--- config.mk ---
export PLATFORM = sky130hd
export DESIGN_NAME = bmsl_loader
export DESIGN_NICKNAME = d
export VERILOG_FILES = /design/src/pkg/bmsl_pkg.sv /design/src/pkg/bmsl_ser_if.sv /design/src/verilog/bmsl_loader.sv /design/src/verilog/bmsl_uart.sv
export VERILOG_INCLUDE_DIRS = /design/src /design/src/pkg
export SDC_FILE = /design/constraint.sdc
export NUM_CORES = 1
export LEC_CHECK = 0
export ABC_AREA = 0
export CORE_UTILIZATION = 60
export DETAILED_ROUTE_END_ITERATION = 10
export DONT_BUFFER_PORTS = 1
export PLACE_DENSITY_LB_ADDON = 0.25
export SLEW_MARGIN = 20
export SYNTH_ARGS = -nofsm -noshare
export SYNTH_HDL_FRONTEND = slang
export SYNTH_SLANG_ARGS = --single-unit
--- constraint.sdc ---
create_clock -name clk_in -period 6.4 [get_ports clk_in]
set_clock_uncertainty 0.1 [all_clocks]
set_input_delay 0 -clock clk_in [delete_from_list [all_inputs] [get_ports clk_in]]
set_output_delay 0 -clock clk_in [all_outputs]
set_load 0.005 [all_outputs]
--- src/pkg/bmsl_regs.svh ---
// Boot loader register offsets, field positions and timing counts
`ifndef BMSL_REGS_SVH
`define BMSL_REGS_SVH
`define BMSL_OFS_SCR 12'h000
`define BMSL_OFS_BAUD 12'h004
`define BMSL_OFS_STAT 12'h008
`define BMSL_OFS_DATA 12'h00c
`define BMSL_SCR_RE 0
`define BMSL_SCR_TE 1
`define BMSL_STAT_FERR 8
`define BMSL_STAT_RXF 9
`define BMSL_STAT_OVF 10
`define BMSL_PREP_STATES 100
`define BMSL_PREP_CNT 17'd99
`define BMSL_NINE_LAST 4'd8
`define BMSL_ACK_BYTE 8'h00
`define BMSL_SYNC_BYTE 8'h55
`define BMSL_RAM_BASE 16'hf780
`define BMSL_RAM_LAST 16'hfeef
`define BMSL_RAM_SIZE 16'h0770
`define BMSL_DIV_RST 17'h00001
`endif

--- src/pkg/bmsl_pkg.sv ---
// Boot loader types
`default_nettype none
package bmsl_pkg;
  typedef enum logic [3:0] {
    BMSL_ST_PREP  = 4'h0,
    BMSL_ST_LOW   = 4'h1,
    BMSL_ST_MEAS  = 4'h3,
    BMSL_ST_ACK   = 4'h2,
    BMSL_ST_SYNC  = 4'h6,
    BMSL_ST_LENH  = 4'h7,
    BMSL_ST_LENL  = 4'h5,
    BMSL_ST_LOAD  = 4'h4,
    BMSL_ST_ERASE = 4'hc,
    BMSL_ST_HAND  = 4'hd,
    BMSL_ST_RUN   = 4'hf,
    BMSL_ST_IDLE  = 4'he
  } bmsl_state_e;
  typedef enum logic [1:0] {
    BMSL_MODE_NONE = 2'h0,
    BMSL_MODE_USER = 2'h1,
    BMSL_MODE_BOOT = 2'h2,
    BMSL_MODE_PROG = 2'h3
  } bmsl_mode_e;
endpackage : bmsl_pkg
`default_nettype wire

--- src/pkg/bmsl_ser_if.sv ---
// Link between loader control and its serial engine
`timescale 1ns/1ps
`default_nettype none
interface bmsl_ser_if #(parameter int DIV_W = 17);
  logic [DIV_W-1:0] divisor;
  logic rx_en;
  logic tx_en;
  logic tx_valid;
  logic [7:0] tx_data;
  logic tx_ready;
  logic rx_valid;
  logic [7:0] rx_data;
  logic rx_err;
  modport ctrl (output divisor, rx_en, tx_en, tx_valid, tx_data, input tx_ready, rx_valid, rx_data, rx_err);
  modport uart (input divisor, rx_en, tx_en, tx_valid, tx_data, output tx_ready, rx_valid, rx_data, rx_err);
endinterface : bmsl_ser_if
`default_nettype wire

--- src/verilog/bmsl_loader.sv ---
// Mode strap decode and serial boot loader with APB register access
`timescale 1ns/1ps
`default_nettype none
`include "bmsl_regs.svh"
// Summary of operation
// - Mode taken from straps at reset end: user, boot, programmer, or none when no strap pattern matches.
// - Boot mode loads program into RAM, erases whole flash, then branches.
// - Boot link is asynchronous, eight data bits, one stop, no parity.
// - Serial lines are not inverted on either side.
// - Host sends zero bytes; device times the low period to set baud.
// - About one hundred states of preparation precede the low measurement.
// - Device sends one zero byte when matched; host answers with 0x55.
// - Program bytes land in RAM window 0xF780 through 0xFEEF.
// - At handoff receive and transmit enables clear; divisor is kept.
// - Watchdog overflow ends boot mode just like reset.
// - Flash reads are blocked while erase runs.
// - Loader RAM stays reserved until the loaded program takes over.
module bmsl_loader #(
  parameter int DIV_W = 17,
  parameter int ADDR_W = 12
) (
  input wire logic clk_in,
  input wire logic rst_b_in,
  input wire logic wdt_overflow_in,
  input wire logic test_pin_in,
  input wire logic boot_select_pin_in,
  input wire logic boot_confirm_pin_in,
  input wire logic programmer_select_pin_a_in,
  input wire logic programmer_select_pin_b_in,
  input wire logic programmer_select_pin_c_in,
  input wire logic rxd_in,
  output logic txd_out,
  output logic txd_oe_out,
  input wire logic psel_in,
  input wire logic penable_in,
  input wire logic pwrite_in,
  input wire logic [ADDR_W-1:0] paddr_in,
  input wire logic [31:0] pwdata_in,
  output logic [31:0] prdata_out,
  output logic pready_out,
  output logic pslverr_out,
  output logic ram_we_out,
  output logic [15:0] ram_addr_out,
  output logic [7:0] ram_wdata_out,
  output logic ram_reserved_out,
  output logic flash_erase_req_out,
  input wire logic flash_erase_done_in,
  output logic flash_read_block_out,
  output logic branch_out,
  output var bmsl_pkg::bmsl_mode_e mode_out
);
  import bmsl_pkg::*;

  logic rst_ok;
  logic [6:0] pin_s1_q, pin_s2_q, pin_s3_q, pin_f_q, pin_f_d;
  logic rx_f;
  bmsl_state_e state_q, state_d;
  bmsl_mode_e mode_q, mode_d;
  logic started_q, started_d;
  logic [DIV_W-1:0] cnt_q, cnt_d, div_q, div_d;
  logic [3:0] nine_q, nine_d;
  logic [15:0] len_q, len_d, addr_q, addr_d, ram_addr_q, ram_addr_d;
  logic [7:0] ram_wdata_q, ram_wdata_d, rxbuf_q, rxbuf_d;
  logic re_q, re_d, te_q, te_d;
  logic ram_we_q, ram_we_d, reserved_q, reserved_d, erase_q, erase_d;
  logic block_q, block_d, branch_q, branch_d, oe_q, oe_d;
  logic ferr_q, ferr_d, rxf_q, rxf_d, ovf_q, ovf_d;
  logic [31:0] prdata_q, prdata_d;
  logic pready_q, pready_d, pslverr_q, pslverr_d, txd_q;
  logic tx_go;
  logic [7:0] tx_byte;
  logic uart_txd;
  logic setup, acc_wr, acc_rd, sw_owns;
  logic [15:0] len_full;

  bmsl_ser_if #(.DIV_W(DIV_W)) ser ();

  // Watchdog overflow ends boot exactly as reset does
  assign rst_ok = rst_b_in & ~wdt_overflow_in;

  // Pins cross in through three flops; a change counts once stages two and three agree
  always_ff @(posedge clk_in)
  begin
    pin_s1_q <= {test_pin_in, boot_select_pin_in, boot_confirm_pin_in, programmer_select_pin_a_in,
                 programmer_select_pin_b_in, programmer_select_pin_c_in, rxd_in};
    pin_s2_q <= pin_s1_q;
    pin_s3_q <= pin_s2_q;
    pin_f_q <= pin_f_d;
  end

  always_comb
  begin
    for (int i = 0; i < 7; i++)
      pin_f_d[i] = (pin_s2_q[i] == pin_s3_q[i]) ? pin_s3_q[i] : pin_f_q[i];
  end

  // Line taken as is, no inversion stage
  assign rx_f = pin_f_q[0];
  assign len_full = {len_q[15:8], ser.rx_data};

  assign ser.divisor = div_q;
  assign ser.rx_en = re_q;
  assign ser.tx_en = te_q;
  assign ser.tx_valid = tx_go;
  assign ser.tx_data = tx_byte;

  // Fixed 8N1 framing in the engine
  bmsl_uart #(.DIV_W(DIV_W)) u_uart (
    .clk_in(clk_in),
    .rst_b_in(rst_ok),
    .rxd_in(rx_f),
    .txd_out(uart_txd),
    .ser(ser)
  );

  // APB phase decode; sync chain runs through reset so straps are settled at release
  assign setup = psel_in & ~penable_in;
  assign acc_wr = psel_in & penable_in & pready_q & pwrite_in;
  assign acc_rd = psel_in & penable_in & pready_q & ~pwrite_in;
  // Software owns the serial unit once the loaded program runs, and in idle outside boot mode
  assign sw_owns = (state_q == BMSL_ST_RUN) || (state_q == BMSL_ST_IDLE);

  always_comb
  begin
    state_d = state_q;
    mode_d = mode_q;
    started_d = 1'b1;
    cnt_d = cnt_q;
    nine_d = nine_q;
    div_d = div_q;
    len_d = len_q;
    addr_d = addr_q;
    ram_addr_d = ram_addr_q;
    ram_wdata_d = ram_wdata_q;
    re_d = re_q;
    te_d = te_q;
    ram_we_d = 1'b0;
    reserved_d = reserved_q;
    erase_d = erase_q;
    block_d = block_q;
    branch_d = 1'b0;
    oe_d = oe_q;
    ovf_d = ovf_q;
    tx_go = 1'b0;
    tx_byte = `BMSL_ACK_BYTE;
    if (!started_q)
    begin
      cnt_d = '0;
      state_d = BMSL_ST_IDLE;
      if (!pin_f_d[6] && pin_f_d[5])
        mode_d = BMSL_MODE_USER;
      else if (!pin_f_d[6] && !pin_f_d[5] && pin_f_d[4])
      begin
        mode_d = BMSL_MODE_BOOT;
        state_d = BMSL_ST_PREP;
        reserved_d = 1'b1;
        oe_d = 1'b1;
      end
      else if (pin_f_d[6] && pin_f_d[3:1] == 3'b000)
        mode_d = BMSL_MODE_PROG;
      else
        mode_d = BMSL_MODE_NONE;
    end
    else
    begin
      case (state_q)
        BMSL_ST_PREP:
        begin
          // Preparation delay before timing starts
          cnt_d = cnt_q + 1'b1;
          if (cnt_q == `BMSL_PREP_CNT)
          begin
            state_d = BMSL_ST_LOW;
            re_d = 1'b1;
            te_d = 1'b1;
          end
        end
        BMSL_ST_LOW:
          if (!rx_f)
          begin
            state_d = BMSL_ST_MEAS;
            cnt_d = '0;
            nine_d = 4'd1;
          end
        BMSL_ST_MEAS:
          // Low time divided by nine, start bit plus eight zero data bits
          if (!rx_f)
          begin
            if (nine_q == `BMSL_NINE_LAST)
            begin
              nine_d = 4'd0;
              if (!(&cnt_q))
                cnt_d = cnt_q + 1'b1;
            end
            else
              nine_d = nine_q + 1'b1;
          end
          else if (cnt_q == '0)
            state_d = BMSL_ST_LOW;
          else
          begin
            div_d = cnt_q;
            state_d = BMSL_ST_ACK;
          end
        BMSL_ST_ACK:
          // One zero byte marks the match
          if (ser.tx_ready)
          begin
            tx_go = 1'b1;
            state_d = BMSL_ST_SYNC;
          end
        BMSL_ST_SYNC:
          // Trailing zero bytes are ignored until the answer arrives
          if (ser.rx_valid && !ser.rx_err && ser.rx_data == `BMSL_SYNC_BYTE)
            state_d = BMSL_ST_LENH;
        BMSL_ST_LENH:
          if (ser.rx_valid)
          begin
            len_d = {ser.rx_data, 8'h00};
            state_d = BMSL_ST_LENL;
          end
        BMSL_ST_LENL:
          if (ser.rx_valid)
          begin
            // Longer programs are cut at the window end
            len_d = (len_full > `BMSL_RAM_SIZE) ? `BMSL_RAM_SIZE : len_full;
            ovf_d = len_full > `BMSL_RAM_SIZE;
            addr_d = `BMSL_RAM_BASE;
            state_d = (len_full == 16'h0000) ? BMSL_ST_ERASE : BMSL_ST_LOAD;
          end
        BMSL_ST_LOAD:
          if (ser.rx_valid)
          begin
            ram_we_d = 1'b1;
            ram_addr_d = addr_q;
            ram_wdata_d = ser.rx_data;
            addr_d = addr_q + 16'h0001;
            len_d = len_q - 16'h0001;
            if (len_q == 16'h0001)
              state_d = BMSL_ST_ERASE;
          end
        BMSL_ST_ERASE:
        begin
          // Whole array erased only after the load; reads fenced meanwhile
          erase_d = 1'b1;
          block_d = 1'b1;
          if (erase_q && flash_erase_done_in)
          begin
            erase_d = 1'b0;
            block_d = 1'b0;
            state_d = BMSL_ST_HAND;
          end
        end
        BMSL_ST_HAND:
        begin
          // Link stops, divisor stays; pin left output and high
          re_d = 1'b0;
          te_d = 1'b0;
          oe_d = 1'b1;
          reserved_d = 1'b0;
          branch_d = 1'b1;
          state_d = BMSL_ST_RUN;
        end
        BMSL_ST_RUN, BMSL_ST_IDLE:
        begin
          if (acc_wr && paddr_in == `BMSL_OFS_SCR)
          begin
            re_d = pwdata_in[`BMSL_SCR_RE];
            te_d = pwdata_in[`BMSL_SCR_TE];
          end
          if (acc_wr && paddr_in == `BMSL_OFS_BAUD && pwdata_in[DIV_W-1:0] != '0)
            div_d = pwdata_in[DIV_W-1:0];
          if (acc_wr && paddr_in == `BMSL_OFS_DATA && ser.tx_ready)
          begin
            tx_go = 1'b1;
            tx_byte = pwdata_in[7:0];
          end
        end
        default:
          state_d = BMSL_ST_IDLE;
      endcase
    end
  end

  // Status flags: hardware set wins over a clear in the same cycle
  always_comb
  begin
    ferr_d = ferr_q;
    rxf_d = rxf_q;
    rxbuf_d = rxbuf_q;
    if (acc_wr && paddr_in == `BMSL_OFS_STAT && pwdata_in[`BMSL_STAT_FERR])
      ferr_d = 1'b0;
    if (acc_rd && paddr_in == `BMSL_OFS_DATA)
      rxf_d = 1'b0;
    if (ser.rx_valid && ser.rx_err)
      ferr_d = 1'b1;
    if (ser.rx_valid && sw_owns)
    begin
      rxf_d = 1'b1;
      rxbuf_d = ser.rx_data;
    end
    pready_d = setup;
    pslverr_d = 1'b0;
    prdata_d = 32'h0000_0000;
    if (setup)
    begin
      case (paddr_in)
        `BMSL_OFS_SCR:
        begin
          prdata_d[`BMSL_SCR_RE] = re_q;
          prdata_d[`BMSL_SCR_TE] = te_q;
        end
        `BMSL_OFS_BAUD:
          prdata_d[DIV_W-1:0] = div_q;
        `BMSL_OFS_STAT:
          prdata_d = {20'h00000, 1'b0, ovf_q, rxf_q, ferr_q, mode_q, 2'b00, state_q};
        `BMSL_OFS_DATA:
          prdata_d[7:0] = rxbuf_q;
        default:
          pslverr_d = 1'b1;
      endcase
    end
  end

  always_ff @(posedge clk_in)
  begin
    if (!rst_ok)
    begin
      state_q <= BMSL_ST_IDLE;
      mode_q <= BMSL_MODE_NONE;
      started_q <= 1'b0;
      cnt_q <= '0;
      nine_q <= 4'd0;
      div_q <= `BMSL_DIV_RST;
      len_q <= 16'h0000;
      addr_q <= `BMSL_RAM_BASE;
      ram_addr_q <= `BMSL_RAM_BASE;
      ram_wdata_q <= 8'h00;
      re_q <= 1'b0;
      te_q <= 1'b0;
      ram_we_q <= 1'b0;
      reserved_q <= 1'b0;
      erase_q <= 1'b0;
      block_q <= 1'b0;
      branch_q <= 1'b0;
      oe_q <= 1'b0;
      ovf_q <= 1'b0;
      ferr_q <= 1'b0;
      rxf_q <= 1'b0;
      rxbuf_q <= 8'h00;
      prdata_q <= 32'h0000_0000;
      pready_q <= 1'b0;
      pslverr_q <= 1'b0;
      txd_q <= 1'b1;
    end
    else
    begin
      state_q <= state_d;
      mode_q <= mode_d;
      started_q <= started_d;
      cnt_q <= cnt_d;
      nine_q <= nine_d;
      div_q <= div_d;
      len_q <= len_d;
      addr_q <= addr_d;
      ram_addr_q <= ram_addr_d;
      ram_wdata_q <= ram_wdata_d;
      re_q <= re_d;
      te_q <= te_d;
      ram_we_q <= ram_we_d;
      reserved_q <= reserved_d;
      erase_q <= erase_d;
      block_q <= block_d;
      branch_q <= branch_d;
      oe_q <= oe_d;
      ovf_q <= ovf_d;
      ferr_q <= ferr_d;
      rxf_q <= rxf_d;
      rxbuf_q <= rxbuf_d;
      prdata_q <= prdata_d;
      pready_q <= pready_d;
      pslverr_q <= pslverr_d;
      txd_q <= uart_txd;
    end
  end

  assign txd_out = txd_q;
  assign txd_oe_out = oe_q;
  assign prdata_out = prdata_q;
  assign pready_out = pready_q;
  assign pslverr_out = pslverr_q;
  assign ram_we_out = ram_we_q;
  assign ram_addr_out = ram_addr_q;
  assign ram_wdata_out = ram_wdata_q;
  assign ram_reserved_out = reserved_q;
  assign flash_erase_req_out = erase_q;
  assign flash_read_block_out = block_q;
  assign branch_out = branch_q;
  assign mode_out = mode_q;
endmodule : bmsl_loader
`default_nettype wire

--- src/verilog/bmsl_uart.sv ---
// Asynchronous serial engine: 8 data bits, 1 stop bit, no parity
`timescale 1ns/1ps
`default_nettype none
module bmsl_uart #(parameter int DIV_W = 17) (
  input wire logic clk_in,
  input wire logic rst_b_in,
  input wire logic rxd_in,
  output logic txd_out,
  bmsl_ser_if.uart ser
);
  logic tx_busy_q, tx_busy_d, txd_q, txd_d;
  logic [8:0] tx_shift_q, tx_shift_d;
  logic [3:0] tx_bit_q, tx_bit_d;
  logic [DIV_W-1:0] tx_cnt_q, tx_cnt_d;
  logic rx_busy_q, rx_busy_d, rx_prev_q, rx_valid_q, rx_valid_d, rx_err_q, rx_err_d;
  logic [7:0] rx_shift_q, rx_shift_d;
  logic [3:0] rx_bit_q, rx_bit_d;
  logic [DIV_W-1:0] rx_cnt_q, rx_cnt_d;

  assign ser.tx_ready = ser.tx_en & ~tx_busy_q;
  assign ser.rx_valid = rx_valid_q;
  assign ser.rx_data = rx_shift_q;
  assign ser.rx_err = rx_err_q;
  assign txd_out = txd_q;

  always_comb
  begin
    tx_busy_d = tx_busy_q;
    txd_d = txd_q;
    tx_shift_d = tx_shift_q;
    tx_bit_d = tx_bit_q;
    tx_cnt_d = tx_cnt_q;
    if (!ser.tx_en)
    begin
      // Idle line stays high so the pin rests at mark
      tx_busy_d = 1'b0;
      txd_d = 1'b1;
    end
    else if (!tx_busy_q)
    begin
      if (ser.tx_valid)
      begin
        tx_busy_d = 1'b1;
        txd_d = 1'b0;
        tx_shift_d = {1'b1, ser.tx_data};
        tx_bit_d = 4'd9;
        tx_cnt_d = ser.divisor - 1'b1;
      end
    end
    else if (tx_cnt_q != '0)
      tx_cnt_d = tx_cnt_q - 1'b1;
    else if (tx_bit_q == 4'd0)
      tx_busy_d = 1'b0;
    else
    begin
      txd_d = tx_shift_q[0];
      tx_shift_d = {1'b1, tx_shift_q[8:1]};
      tx_bit_d = tx_bit_q - 1'b1;
      tx_cnt_d = ser.divisor - 1'b1;
    end
  end

  always_comb
  begin
    rx_busy_d = rx_busy_q;
    rx_shift_d = rx_shift_q;
    rx_bit_d = rx_bit_q;
    rx_cnt_d = rx_cnt_q;
    rx_valid_d = 1'b0;
    rx_err_d = 1'b0;
    if (!ser.rx_en)
      rx_busy_d = 1'b0;
    else if (!rx_busy_q)
    begin
      if (rx_prev_q && !rxd_in)
      begin
        rx_busy_d = 1'b1;
        rx_bit_d = 4'd0;
        rx_cnt_d = ser.divisor >> 1;
      end
    end
    else if (rx_cnt_q != '0)
      rx_cnt_d = rx_cnt_q - 1'b1;
    else
    begin
      rx_cnt_d = ser.divisor - 1'b1;
      rx_bit_d = rx_bit_q + 1'b1;
      if (rx_bit_q == 4'd0 && rxd_in)
        rx_busy_d = 1'b0;
      else if (rx_bit_q == 4'd9)
      begin
        rx_busy_d = 1'b0;
        rx_valid_d = 1'b1;
        rx_err_d = ~rxd_in;
      end
      else if (rx_bit_q != 4'd0)
        rx_shift_d = {rxd_in, rx_shift_q[7:1]};
    end
  end

  always_ff @(posedge clk_in)
  begin
    if (!rst_b_in)
    begin
      tx_busy_q <= 1'b0;
      txd_q <= 1'b1;
      tx_shift_q <= '1;
      tx_bit_q <= 4'd0;
      tx_cnt_q <= '0;
      rx_busy_q <= 1'b0;
      rx_prev_q <= 1'b1;
      rx_shift_q <= 8'h00;
      rx_bit_q <= 4'd0;
      rx_cnt_q <= '0;
      rx_valid_q <= 1'b0;
      rx_err_q <= 1'b0;
    end
    else
    begin
      tx_busy_q <= tx_busy_d;
      txd_q <= txd_d;
      tx_shift_q <= tx_shift_d;
      tx_bit_q <= tx_bit_d;
      tx_cnt_q <= tx_cnt_d;
      rx_busy_q <= rx_busy_d;
      rx_prev_q <= rxd_in;
      rx_shift_q <= rx_shift_d;
      rx_bit_q <= rx_bit_d;
      rx_cnt_q <= rx_cnt_d;
      rx_valid_q <= rx_valid_d;
      rx_err_q <= rx_err_d;
    end
  end
endmodule : bmsl_uart
`default_nettype wire

==> impl_results.md, run 1 <==
* Outcome: finished, violations left
* Failing checks: DRC
* WS Path Type: flop to flop
* Warnings from Yosys at 0
* Layout cells sized above 1 at 5.83%
* EDFF count, synth at 1
* Top_reg_cell synth: dfxtp_1
* I/O pin count at 125
* # setup viols final at 0
* DR iter-0 viols at 1009
* Critical path data arrival time at 4.29 ns
* Vias in the first global route at 9387
* Synth Area per Inst at 8.35 sq um
* Final setup TNS at 0 ns
* # DRC at 10
* WL/cell at 18.8 um
* Final hold vios at 0
* Synthesized area at 11100 sq um
* Rel. slew slack at 25.9%
* Finished layout cell area at 12500 sq um
* Initial antenna violation count at 2
* Largest net degree at the start of global routing at 91
* Worst-case vdd ir drop at 0.280 mV
* Worst reg2reg path startpoint: state_q[1]
* Area after DPL at 11100 sq um
* Detailed Place HPWL at 18900 um
* Commonest non-fill, non-tap cell in the layout: dfxtp_1
* Via density at 6.31
* Overflow after GRT at 0
* Core ar. at 18100 sq um
* CP Capture Type: flop
* 1st-pass router iterations at 8
* Total Wirelength at 29800 um
* PortBufs at 0
* CP Data Required Time at 6.76 ns
* Worst Reg-to-Reg Cells at 6
* First-pass GRT wire length at 47700 um
* Minimum hold slack at 0.124 ns
* Area growth, synth to finish at 12.1%
* Die X at 138 um
* #FFs+latches synth at 231
* NumNets Final at 1414
* WHS Path Cells at 3
* Startpoint types: flop
* Synth cell types at 86
* Leak at 0.00454 uW
* Overall Global Routing Usage at 30.6%
* Max Root-Sink Buffers at 3
* Worst setup startpoint: state_q[1]
* CTS tree: done
* Root Buffer: clkbuf_16
* Power density over cell area at 241 nW/um^2
* Via count at 9999
* Worst skew pair latency at 0.53 ns
* Final Max Slew Viols at 0
* Clock tree sinks at 231
* Mapped Cells at 1331
* Slew at the pin with the worst max-slew slack at 1.11 ns
* Fmax at 254 MHz
* Final antenna-violating net count at 0
* Initial Util at 61.5%
* Most frequent cells in the layout: 230 x dfxtp_1, 161 x nand2_1, 135 x nor2_1, 109 x a21oi_1, 60 x dlygate4sd3_1
* Final Wtd Congestion at 0.904
* CTS clk-pin slew, worst paths at 0.06 ns
* H-tree depth at 1
* Std-Cell Rows at 49
* Max Cap Viol at 0
* Die Ht at 138 um
* Minimum clock period at 3.93 ns
* Die ar. at 19100 sq um
* Hold Crit Start: wdt_overflow_in
* Resized Gates After CTS at 0
* Post-synth ARST share at 0%
* Fin crit share at 61.4%
* Worst Path Max Fanout at 21
* Hold crit path type: primary input to flop
* Sequential element share of the synthesized area at 41.7%
* TritonCTS Buffers at 24
* RSZ-0062 raised after global routing: no
==> synth_stat cells (all sizes together), types with 8 or more instances <==
master	n	area share (%)
dfxtp	230	41
nand2	161	5.4
nor2	135	4.6
a21oi	109	4.9
o21ai	71	3.2
clkbuf	65	2.2
nand3	50	2.3
nor3	44	2.3
buf	32	1.9
mux2i	31	2.8
xor2	29	2.3
inv	28	0.95
xnor2	27	2.1
a211oi	26	2.4
nor4	23	1.4
a22oi	20	1.4
or3	18	1.0
ha	16	1.8
and3	15	0.84
nand2b	15	0.84
nand4	15	0.84
and2	13	0.73
nor2b	13	0.73
or4	9	0.64
a221oi	8	0.63
nor3b	8	0.64
o31ai	8	0.54
==> kinds of logic (layout without fill, tap and decap cells) <==
group	after synthesis	in the layout	synth area share, %
compound gates	311	311	18.3
xor+xnor	56	56	4.41
fa+ha+maj	21	21	2.25
buf+inv	126	136	5.04
flops	231	231	41.7
mux	37	37	3.60
other cells	1	16	0.0337
simple gates	548	548	24.6
==> worst max-delay path, stage by stage, from the launching register on <==
cell	delay (ns)
dfxtp_1	0.74
and3_1	1.01
a311oi_1	0.39
nor3_4	0.71
nor3_1	0.14
a21oi_1	0.18
dlygate4sd3_1	0.61
==> sequential cells by signal, summed over array words and instances (netlist names), 8 cells and up <==
signal              cells
addr_q                 16
u_uart.tx_shift_q       8
len_q                  16
u_uart.ser.rx_data      8
ram_wdata_out           8
rxbuf_q                 8
ram_addr_out           16
cnt_q                  17
u_uart.rx_cnt_q        17
u_uart.tx_cnt_q        17
div_q                  17
prdata_out             17
==> layer usage <==
layer  track usage, %  up-vias  share of wire (%)
li1                 -     4743                  -
met1             38.8     4690                 41
met2             51.0      447                 47
met3             5.02      117                7.3
met4             14.4        2                5.0
met5                0        -              0.044
==> final timing paths <==
kind / to / slack [ns]
worst max-delay path: u_uart.tx_shift_q[6] / 2.47
worst min-delay path: started_q / 0.12
worst min register to register: pin_s2_q[6] / 0.23
worst max register to register: u_uart.tx_shift_q[6] / 2.47
==> timing repair <==
action,CTS,global route
setup buffers,0,0
hold buffers,60,0
endpoints found under the hold margin,57,0
setup endpoints to repair,0,0
==> power by group <==
group	internal (uW)	switching [uW]	total (uW)
clock network	855	574	1430
registers	1450	12.0	1470
logic	45.4	64.5	110
==> per-stage QoR <==
stage / utilization (%) / cells / total power, uW / setup slack, ns
3_3_place_gp: 61.2 / 1483 / 1570 / 3.03
4_1_cts: 68.9 / 1584 / 3000 / 2.70
6_report: 68.9 / 1585 / 3000 / 2.47
5_1_grt: 68.9 / 1585 / 3080 / 2.23
2_1_floorplan: - / 1345 / 1560 / 3.82
3_5_place_dp: 61.2 / 1483 / 1570 / 3.02
==> cell type report <==
cell class              count  area [sq um]
clock buffers              32           672
clock inverters             9           125
inverters                  29           109
diodes                      1          2.50
repair buffers             66           646
fillers                  1386          5620
flip-flops and latches    231          4630
multi-input cells         988          5990
well taps                 229           287
No activity file was read; power rests on OpenSTA's default activity.
==> inputs of run 2 (changes only) <==
--- a/config.mk
+++ b/config.mk
@@ -7,7 +7,7 @@
 export NUM_CORES = 1
 export LEC_CHECK = 0
 export ABC_AREA = 0
-export CORE_UTILIZATION = 60
+export CORE_UTILIZATION = 58
 export DETAILED_ROUTE_END_ITERATION = 10
 export DONT_BUFFER_PORTS = 1
 export PLACE_DENSITY_LB_ADDON = 0.25
==> constraint.sdc (replaced) <==
create_clock -name clk_in -period 3.48 [get_ports clk_in]
set_clock_uncertainty 0.1 [all_clocks]
set_input_delay 0 -clock clk_in [delete_from_list [all_inputs] [get_ports clk_in]]
set_output_delay 0 -clock clk_in [all_outputs]
set_load 0.005 [all_outputs]
==> run 2 against run 1 <==
The flow now finishes without violations. Critical path depth grew 3. Via count increased by 1.1%. Final area rose by 1.9%. Critical path type is now primary input to flop. Largest power group is now clock. Highest routed layer is now met4.
==> impl_results.md, run 2 (synthesis gave the netlist of run 1 again) <==
* WS Path Type: primary input to flop (was flop to flop)
* CP Cell Sequence: dlygate4sd3_1 -> or2_2 -> dlygate4sd3_1 -> nor2_1 -> dlygate4sd3_1 -> and2_1 -> nand2_1 -> dlygate4sd3_1 -> nor3b_1 (was and3_1 -> a311oi_1 -> nor3_4 -> nor3_1 -> a21oi_1 -> dlygate4sd3_1)
* TritonCTS Buffers at 25 (was 24)
* Core ar. at 18800 sq um (was 18100 sq um)
* Die Ht at 140 um (was 138 um)
* Die ar. at 19700 sq um (was 19100 sq um)
* Die X at 140 um (was 138 um)
* CP Capture Type: flop (unchanged)
* Overflow after GRT at 0 (unchanged)
* Worst-case vdd ir drop at 0.534 mV (was 0.280 mV)
* H-tree depth at 1 (unchanged)
* Minimum clock period at 3.28 ns
* NumNets Final at 1434 (was 1414)
* Fmax at 305 MHz
* RSZ-0062 raised after global routing: no (unchanged)
* Finished layout cell area at 12700 sq um (was 12500 sq um)
* Max Root-Sink Buffers at 3 (unchanged)
* Via density at 6.27 (was 6.31)
* Largest net degree at the start of global routing at 57 (was 91)
* Overall Global Routing Usage at 30.5% (was 30.6%)
* WL/cell at 18.7 um (was 18.8 um)
* Final Total Pwr at 5700 uW (was 3000 uW)
* Fillers at 1476 (was 1386)
* 1st-pass router iterations at 5 (was 8)
* I/O pin count at 125 (unchanged)
* Commonest non-fill, non-tap cell in the layout: dfxtp_1 (unchanged)
* Worst Path Max Fanout at 6 (was 21)
* Std-Cell Rows at 50 (was 49)
* Root Buffer: clkbuf_16 (unchanged)
* Initial Util at 59.2% (was 61.5%)
* Outcome: complete, no violations (was finished, violations left)
* CP dominant cell by count: dlygate4sd3_1
* Worst skew pair latency at 0.52 ns (was 0.53 ns)
* Rel. slew slack at 38.6% (was 25.9%)
* Total Wirelength at 30100 um (was 29800 um)
* Critical path data arrival time at 3.60 ns (was 4.29 ns)
* # setup viols final at 0 (unchanged)
* Layout cells sized above 1 at 7.33% (was 5.83%)
* First-pass GRT wire length at 48500 um (was 47700 um)
* Power density over cell area at 449 nW/um^2 (was 241 nW/um^2)
* Final antenna-violating net count at 0 (unchanged)
* CTS clk-pin slew, worst paths at 0.06 ns (about the same)
* Hold crit path type: primary input to flop (unchanged)
* Area growth, synth to finish at 14.2% (was 12.1%)
* Max incr delay on CP at 0.75 ns (was 1.01 ns)
* Crit-path slowest cell: dlygate4sd3_1 (was and3_1)
* Vias in the first global route at 9416 (was 9387)
* CTS tree: done (unchanged)
* Initial antenna violation count at 0 (was 2)
* Fin crit share at 94.3%
* Hold Path End: state_q[3] (was started_q)
* Clock tree sinks at 231 (unchanged)
* Startpoint types: primary input (was flop)
* Final Wtd Congestion at 0.883 (was 0.904)
* CP Data Required Time at 3.80 ns (was 6.76 ns)
* Detailed Place HPWL at 19400 um (was 18900 um)
* R2r endpoint: u_uart.tx_shift_q[6] (unchanged)
* Max Cap Viol at 0 (unchanged)
* Final Max Slew Viols at 0 (unchanged)
* Hold Crit Start: flash_erase_done_in (was wdt_overflow_in)
* N_diodes at 0 (was 1)
* Via count at 10110 (was 9999)
* Worst reg2reg path startpoint: state_q[3] (was state_q[1])
* Final hold vios at 0 (unchanged)
* Worst Reg-to-Reg Cells at 7 (was 6)
* Area after DPL at 11200 sq um (was 11100 sq um)
* FF-to-FF setup slack at 0.22 ns (was 2.47 ns)
* Most frequent cells in the layout: 229 x dfxtp_1, 161 x nand2_1, 135 x nor2_1, 109 x a21oi_1, 62 x dlygate4sd3_1 (was 230 x dfxtp_1, 161 x nand2_1, 135 x nor2_1, 109 x a21oi_1, 60 x dlygate4sd3_1)
* # DRC at 0 (was 10)
* Slew at the pin with the worst max-slew slack at 0.918 ns (was 1.11 ns)
* PortBufs at 0 (unchanged)
* Final Util at 67.6% (was 68.9%)
* DR iter-0 viols at 1018 (was 1009)
* Final setup TNS at 0 ns (unchanged)
* Leak at 0.00465 uW (was 0.00454 uW)
* WHS Path Cells at 4 (was 3)
-- run 2: cell types whose count changed in the layout (fill, tap and decap cells not counted), sizes merged --
cell and change:
diode -1, bufinv +1, buf +17, clkbuf +2
clkinvlp +1, inv +1, dlygate4sd3 +2, clkinv -1
-- run 2: how the worst max path moves through the flow --
stage / start / cells after the start / end
6_report: paddr_in[6] / 9 / prdata_out[4]
5_1_grt: u_uart.tx_cnt_q[8] / 8 / u_uart.tx_shift_q[4]
3_5_place_dp: u_uart.rx_cnt_q[0] / 8 / u_uart.ser.rx_data[1]
4_1_cts: state_q[2] / 7 / u_uart.tx_shift_q[2]
2_1_floorplan: cnt_q[0] / 12 / cnt_q[12]
3_3_place_gp: u_uart.rx_cnt_q[0] / 8 / u_uart.ser.rx_data[6]
-- run 2: metal layers --
metal / GRT usage, % / part of all wire, %
met5: 0 / 0
met4: 15.1 / 4.9
met3: 4.75 / 7.4
met2: 49.5 / 47
met1: 39.5 / 41
-- run 2: layout make-up --
| class | count | area (sq um) | share of cell area, % |
|---|---|---|---|
| inverter | 29 | 109 | 0.857 |
| sequential | 231 | 4640 | 36.5 |
| timing repair buffer | 85 | 793 | 6.25 |
| clock inverter | 11 | 166 | 1.31 |
| multi-input combinational | 988 | 5990 | 47.2 |
| tap | 234 | 293 | 2.31 |
| clock buffer | 34 | 711 | 5.60 |
-- run 2: metrics by stage --
| stage | hold WS (ns) | setup WS, ns | cells |
|---|---|---|---|
| 5_1_grt | 0.0597 | 0.0321 | 1612 |
| 2_1_floorplan | -0.0723 | 0.901 | 1345 |
| 3_3_place_gp | -0.0722 | 0.659 | 1505 |
| 3_5_place_dp | -0.0722 | 0.558 | 1505 |
| 6_report | 0.0174 | 0.198 | 1612 |
| 4_1_cts | 0.000315 | 0.238 | 1612 |
-- run 2: timing repair --
action                                  in CTS  in global routing
gates resized for setup                      0                  1
buffers inserted                             0                  0
endpoints found under the setup margin       0                  2
hold endpoints to repair                    59                  0
hold buffers                                62                  0
-- run 2: critical path: cells and delay by family --
kind / cells / cell delay [ns]
buffers and inverters: 4 / 2.40
AND/OR/NAND/NOR: 5 / 1.18
-- run 2: report_power, final --
part           switching (uW)  internal, uW  leakage (uW)  total (uW)
sequential               18.8          2670       0.00187        2690
clock                    1070          1730      0.000421        2800
combinational             122          87.0       0.00235         208
==> inputs of run 3 (changes only) <==
--- a/config.mk
+++ b/config.mk
@@ -11,6 +11,7 @@
 export DETAILED_ROUTE_END_ITERATION = 10
 export DONT_BUFFER_PORTS = 1
 export PLACE_DENSITY_LB_ADDON = 0.25
+export REMOVE_ABC_BUFFERS = 1
 export SLEW_MARGIN = 20
 export SYNTH_ARGS = -nofsm -noshare
 export SYNTH_HDL_FRONTEND = slang
==> run 3 against run 2 <==
Register-to-register slack better by 0.30 ns. Non-clock buffer count down 6. Routed wire length shrank 3.3%. Largest cell class unchanged. Fmax grew 11%. Critical path type is now flop to flop. Largest power group is now registers. Highest routed layer unchanged.
==> impl_results.md, run 3 (synthesis gave the netlist of run 1 again) <==
* Initial antenna violation count at 0 (unchanged)
* Crit-path slowest cell: or4_4 (was dlygate4sd3_1)
* WL/cell at 18.1 um (was 18.7 um)
* Max Root-Sink Buffers at 3 (unchanged)
* # setup viols final at 0 (unchanged)
* NumNets Final at 1428 (was 1434)
* Rel. slew slack at 28.1% (was 38.6%)
* # DRC at 0 (unchanged)
* Largest net degree at the start of global routing at 57 (unchanged)
* Hold crit path type: primary input to flop (unchanged)
* N_diodes at 0 (unchanged)
* CP Capture Type: flop (unchanged)
* Vias in the first global route at 9204 (was 9416)
* Core ar. at 18800 sq um (unchanged)
* CTS clk-pin slew, worst paths at 0.06 ns (about the same)
* 1st-pass router iterations at 5 (unchanged)
* Worst Reg-to-Reg Cells at 8 (was 7)
* Final antenna-violating net count at 0 (unchanged)
* Max Cap Viol at 0 (unchanged)
* Initial Util at 59.2% (unchanged)
* First-pass GRT wire length at 47300 um (was 48500 um)
* CP Cell Sequence: inv_1 -> ha_1 -> nor3b_4 -> nand4b_2 -> or4_4 -> nor3_4 -> mux2i_1 -> nor2_1 (was dlygate4sd3_1 -> or2_2 -> dlygate4sd3_1 -> nor2_1 -> dlygate4sd3_1 -> and2_1 -> nand2_1 -> dlygate4sd3_1 -> nor3b_1)
* Area growth, synth to finish at 12.9% (was 14.2%)
* CP Data Required Time at 3.76 ns (was 3.80 ns)
* Layout Cells excl Fill at 1605 (was 1612)
* Most frequent cells in the layout: 230 x dfxtp_1, 161 x nand2_1, 135 x nor2_1, 109 x a21oi_1, 51 x dlygate4sd3_1 (was 229 x dfxtp_1, 161 x nand2_1, 135 x nor2_1, 109 x a21oi_1, 62 x dlygate4sd3_1)
* Die X at 140 um (unchanged)
* I/O pin count at 125 (unchanged)
* Root Buffer: clkbuf_16 (unchanged)
* WS Path Type: flop to flop (was primary input to flop)
* Via density at 6.18 (was 6.27)
* Outcome: complete, no violations (unchanged)
* Final Wtd Congestion at 0.859 (was 0.883)
* Fin crit share at 84.9% (was 94.3%)
* Critical path depth at 8 (was 9)
* H-tree depth at 1 (unchanged)
* Worst Path Max Fanout at 11 (was 6)
* Worst skew pair latency at 0.53 ns (was 0.52 ns)
* CTS tree: done (unchanged)
* Overall Global Routing Usage at 29.7% (was 30.5%)
* Commonest non-fill, non-tap cell in the layout: dfxtp_1 (unchanged)
* Die ar. at 19700 sq um (unchanged)
* Total Wirelength at 29100 um (was 30100 um)
* Area after DPL at 11200 sq um (about the same)
* TritonCTS Buffers at 25 (unchanged)
* # Post-CTS Setup Buffers at 0 (unchanged)
* Std-Cell Rows at 50 (unchanged)
* Reg area at 4630 sq um (was 4640 sq um)
* Slew at the pin with the worst max-slew slack at 1.07 ns (was 0.918 ns)
* DP Cell Count at 1510 (was 1505)
* Fillers at 1577 (was 1476)
* Max incr delay on CP at 0.64 ns (was 0.75 ns)
* Startpoint types: flop (was primary input)
* Overflow after GRT at 0 (unchanged)
* Worst-case vdd ir drop at 0.384 mV (was 0.534 mV)
* DR iter-0 viols at 804 (was 1018)
* Die Ht at 140 um (unchanged)
* Power density over cell area at 439 nW/um^2 (was 449 nW/um^2)
* Minimum hold slack at 0.0846 ns (was 0.0174 ns)
* Resized Gates After CTS at 0 (unchanged)
* Fmax at 338 MHz (was 305 MHz)
* WHS Path Cells at 5 (was 4)
* Area occupied by multi-input gates at 5990 sq um (unchanged)
* Final hold vios at 0 (unchanged)
* Detailed Place HPWL at 19500 um (was 19400 um)
* WP buf/inv at 1 (was 4)
* Minimum clock period at 2.96 ns (was 3.28 ns)
* Layout cells sized above 1 at 7.59% (was 7.33%)
* Finished layout cell area at 12600 sq um (was 12700 sq um)
* Critical path data arrival time at 3.24 ns (was 3.60 ns)
* Clock tree sinks at 231 (unchanged)
* Via count at 9919 (was 10110)
* Cts hold-fix bufs at 51 (was 62)
* PortBufs at 0 (unchanged)
* RSZ-0062 raised after global routing: no (unchanged)
* Final Max Slew Viols at 0 (unchanged)
* Crit path max-delay family: simple AND/OR/NAND/NOR gates (was buffers and inverters)
* Leak at 0.00462 uW (was 0.00465 uW)
run 3: changes by cell type in the layout (fill, tap and decap cells not counted):
cell           delta
dfxtp_1           +1
clkinv_2          +4
dfxtp_2           -1
inv_16            +1
clkinvlp_4        -3
clkinv_4          +1
inv_6             -1
clkbuf_16         -1
bufinv_16         -2
dlygate4sd3_1    -11
buf_4             +5
run 3: path summary, 6_finish.rpt:
| check | start | endpoint | slack [ns] |
|---|---|---|---|
| worst max register to register | u_uart.rx_cnt_q[0] | u_uart.ser.rx_data[2] | 0.52 |
| worst max-delay path | u_uart.rx_cnt_q[0] | u_uart.ser.rx_data[2] | 0.52 |
| worst min-delay path | paddr_in[5] | u_uart.tx_shift_q[1] | 0.08 |
| worst min register to register | pin_s1_q[0] | pin_s2_q[0] | 0.23 |
run 3: through the flow:
step | total power, uW | setup TNS, ns | utilization, % | setup slack (ns)
4_1_cts | 5540 | 0 | 66.9 | 0.550
2_1_floorplan | 2850 | -71.26 | - | -1.48
3_3_place_gp | 2900 | 0 | 59.9 | 0.697
5_1_grt | 5680 | 0 | 66.9 | 0.373
6_report | 5510 | 0 | 66.9 | 0.524
3_5_place_dp | 2900 | 0 | 59.9 | 0.641
run 3: area by class of cell:
type,count,share of cell area (%)
Clock buffer,33,5.46
Sequential cell,231,36.9
Multi-Input combinational cell,988,47.7
Tap cell,234,2.33
Inverter,29,0.867
Timing Repair Buffer,79,5.74
Clock inverter,11,0.987
run 3: routing by layer:
layer  part of all wire [%]  vias up  GRT usage [%]
li1                       -     4780              -
met1                     43     4663           38.7
met2                     47      412           49.8
met3                    7.6       64           4.51
met4                    3.0        0           10.8
met5                      0        -              0
run 3: worst reg2reg max path, stage by stage, from the launching register on:
cell and delay [ns]:
dfxtp_1 0.34, inv_1 0.09, ha_1 0.20, nor3b_4 0.35
nand4b_2 0.25, or4_4 0.64, nor3_4 0.50, mux2i_1 0.29
nor2_1 0.06
run 3: report_power, final:
group | total [uW] | leakage, uW | switching, uW | internal [uW]
registers | 2690 | 0.00187 | 16.2 | 2670
logic | 211 | 0.00234 | 125 | 85.5
clock network | 2610 | 0.000405 | 1070 | 1540
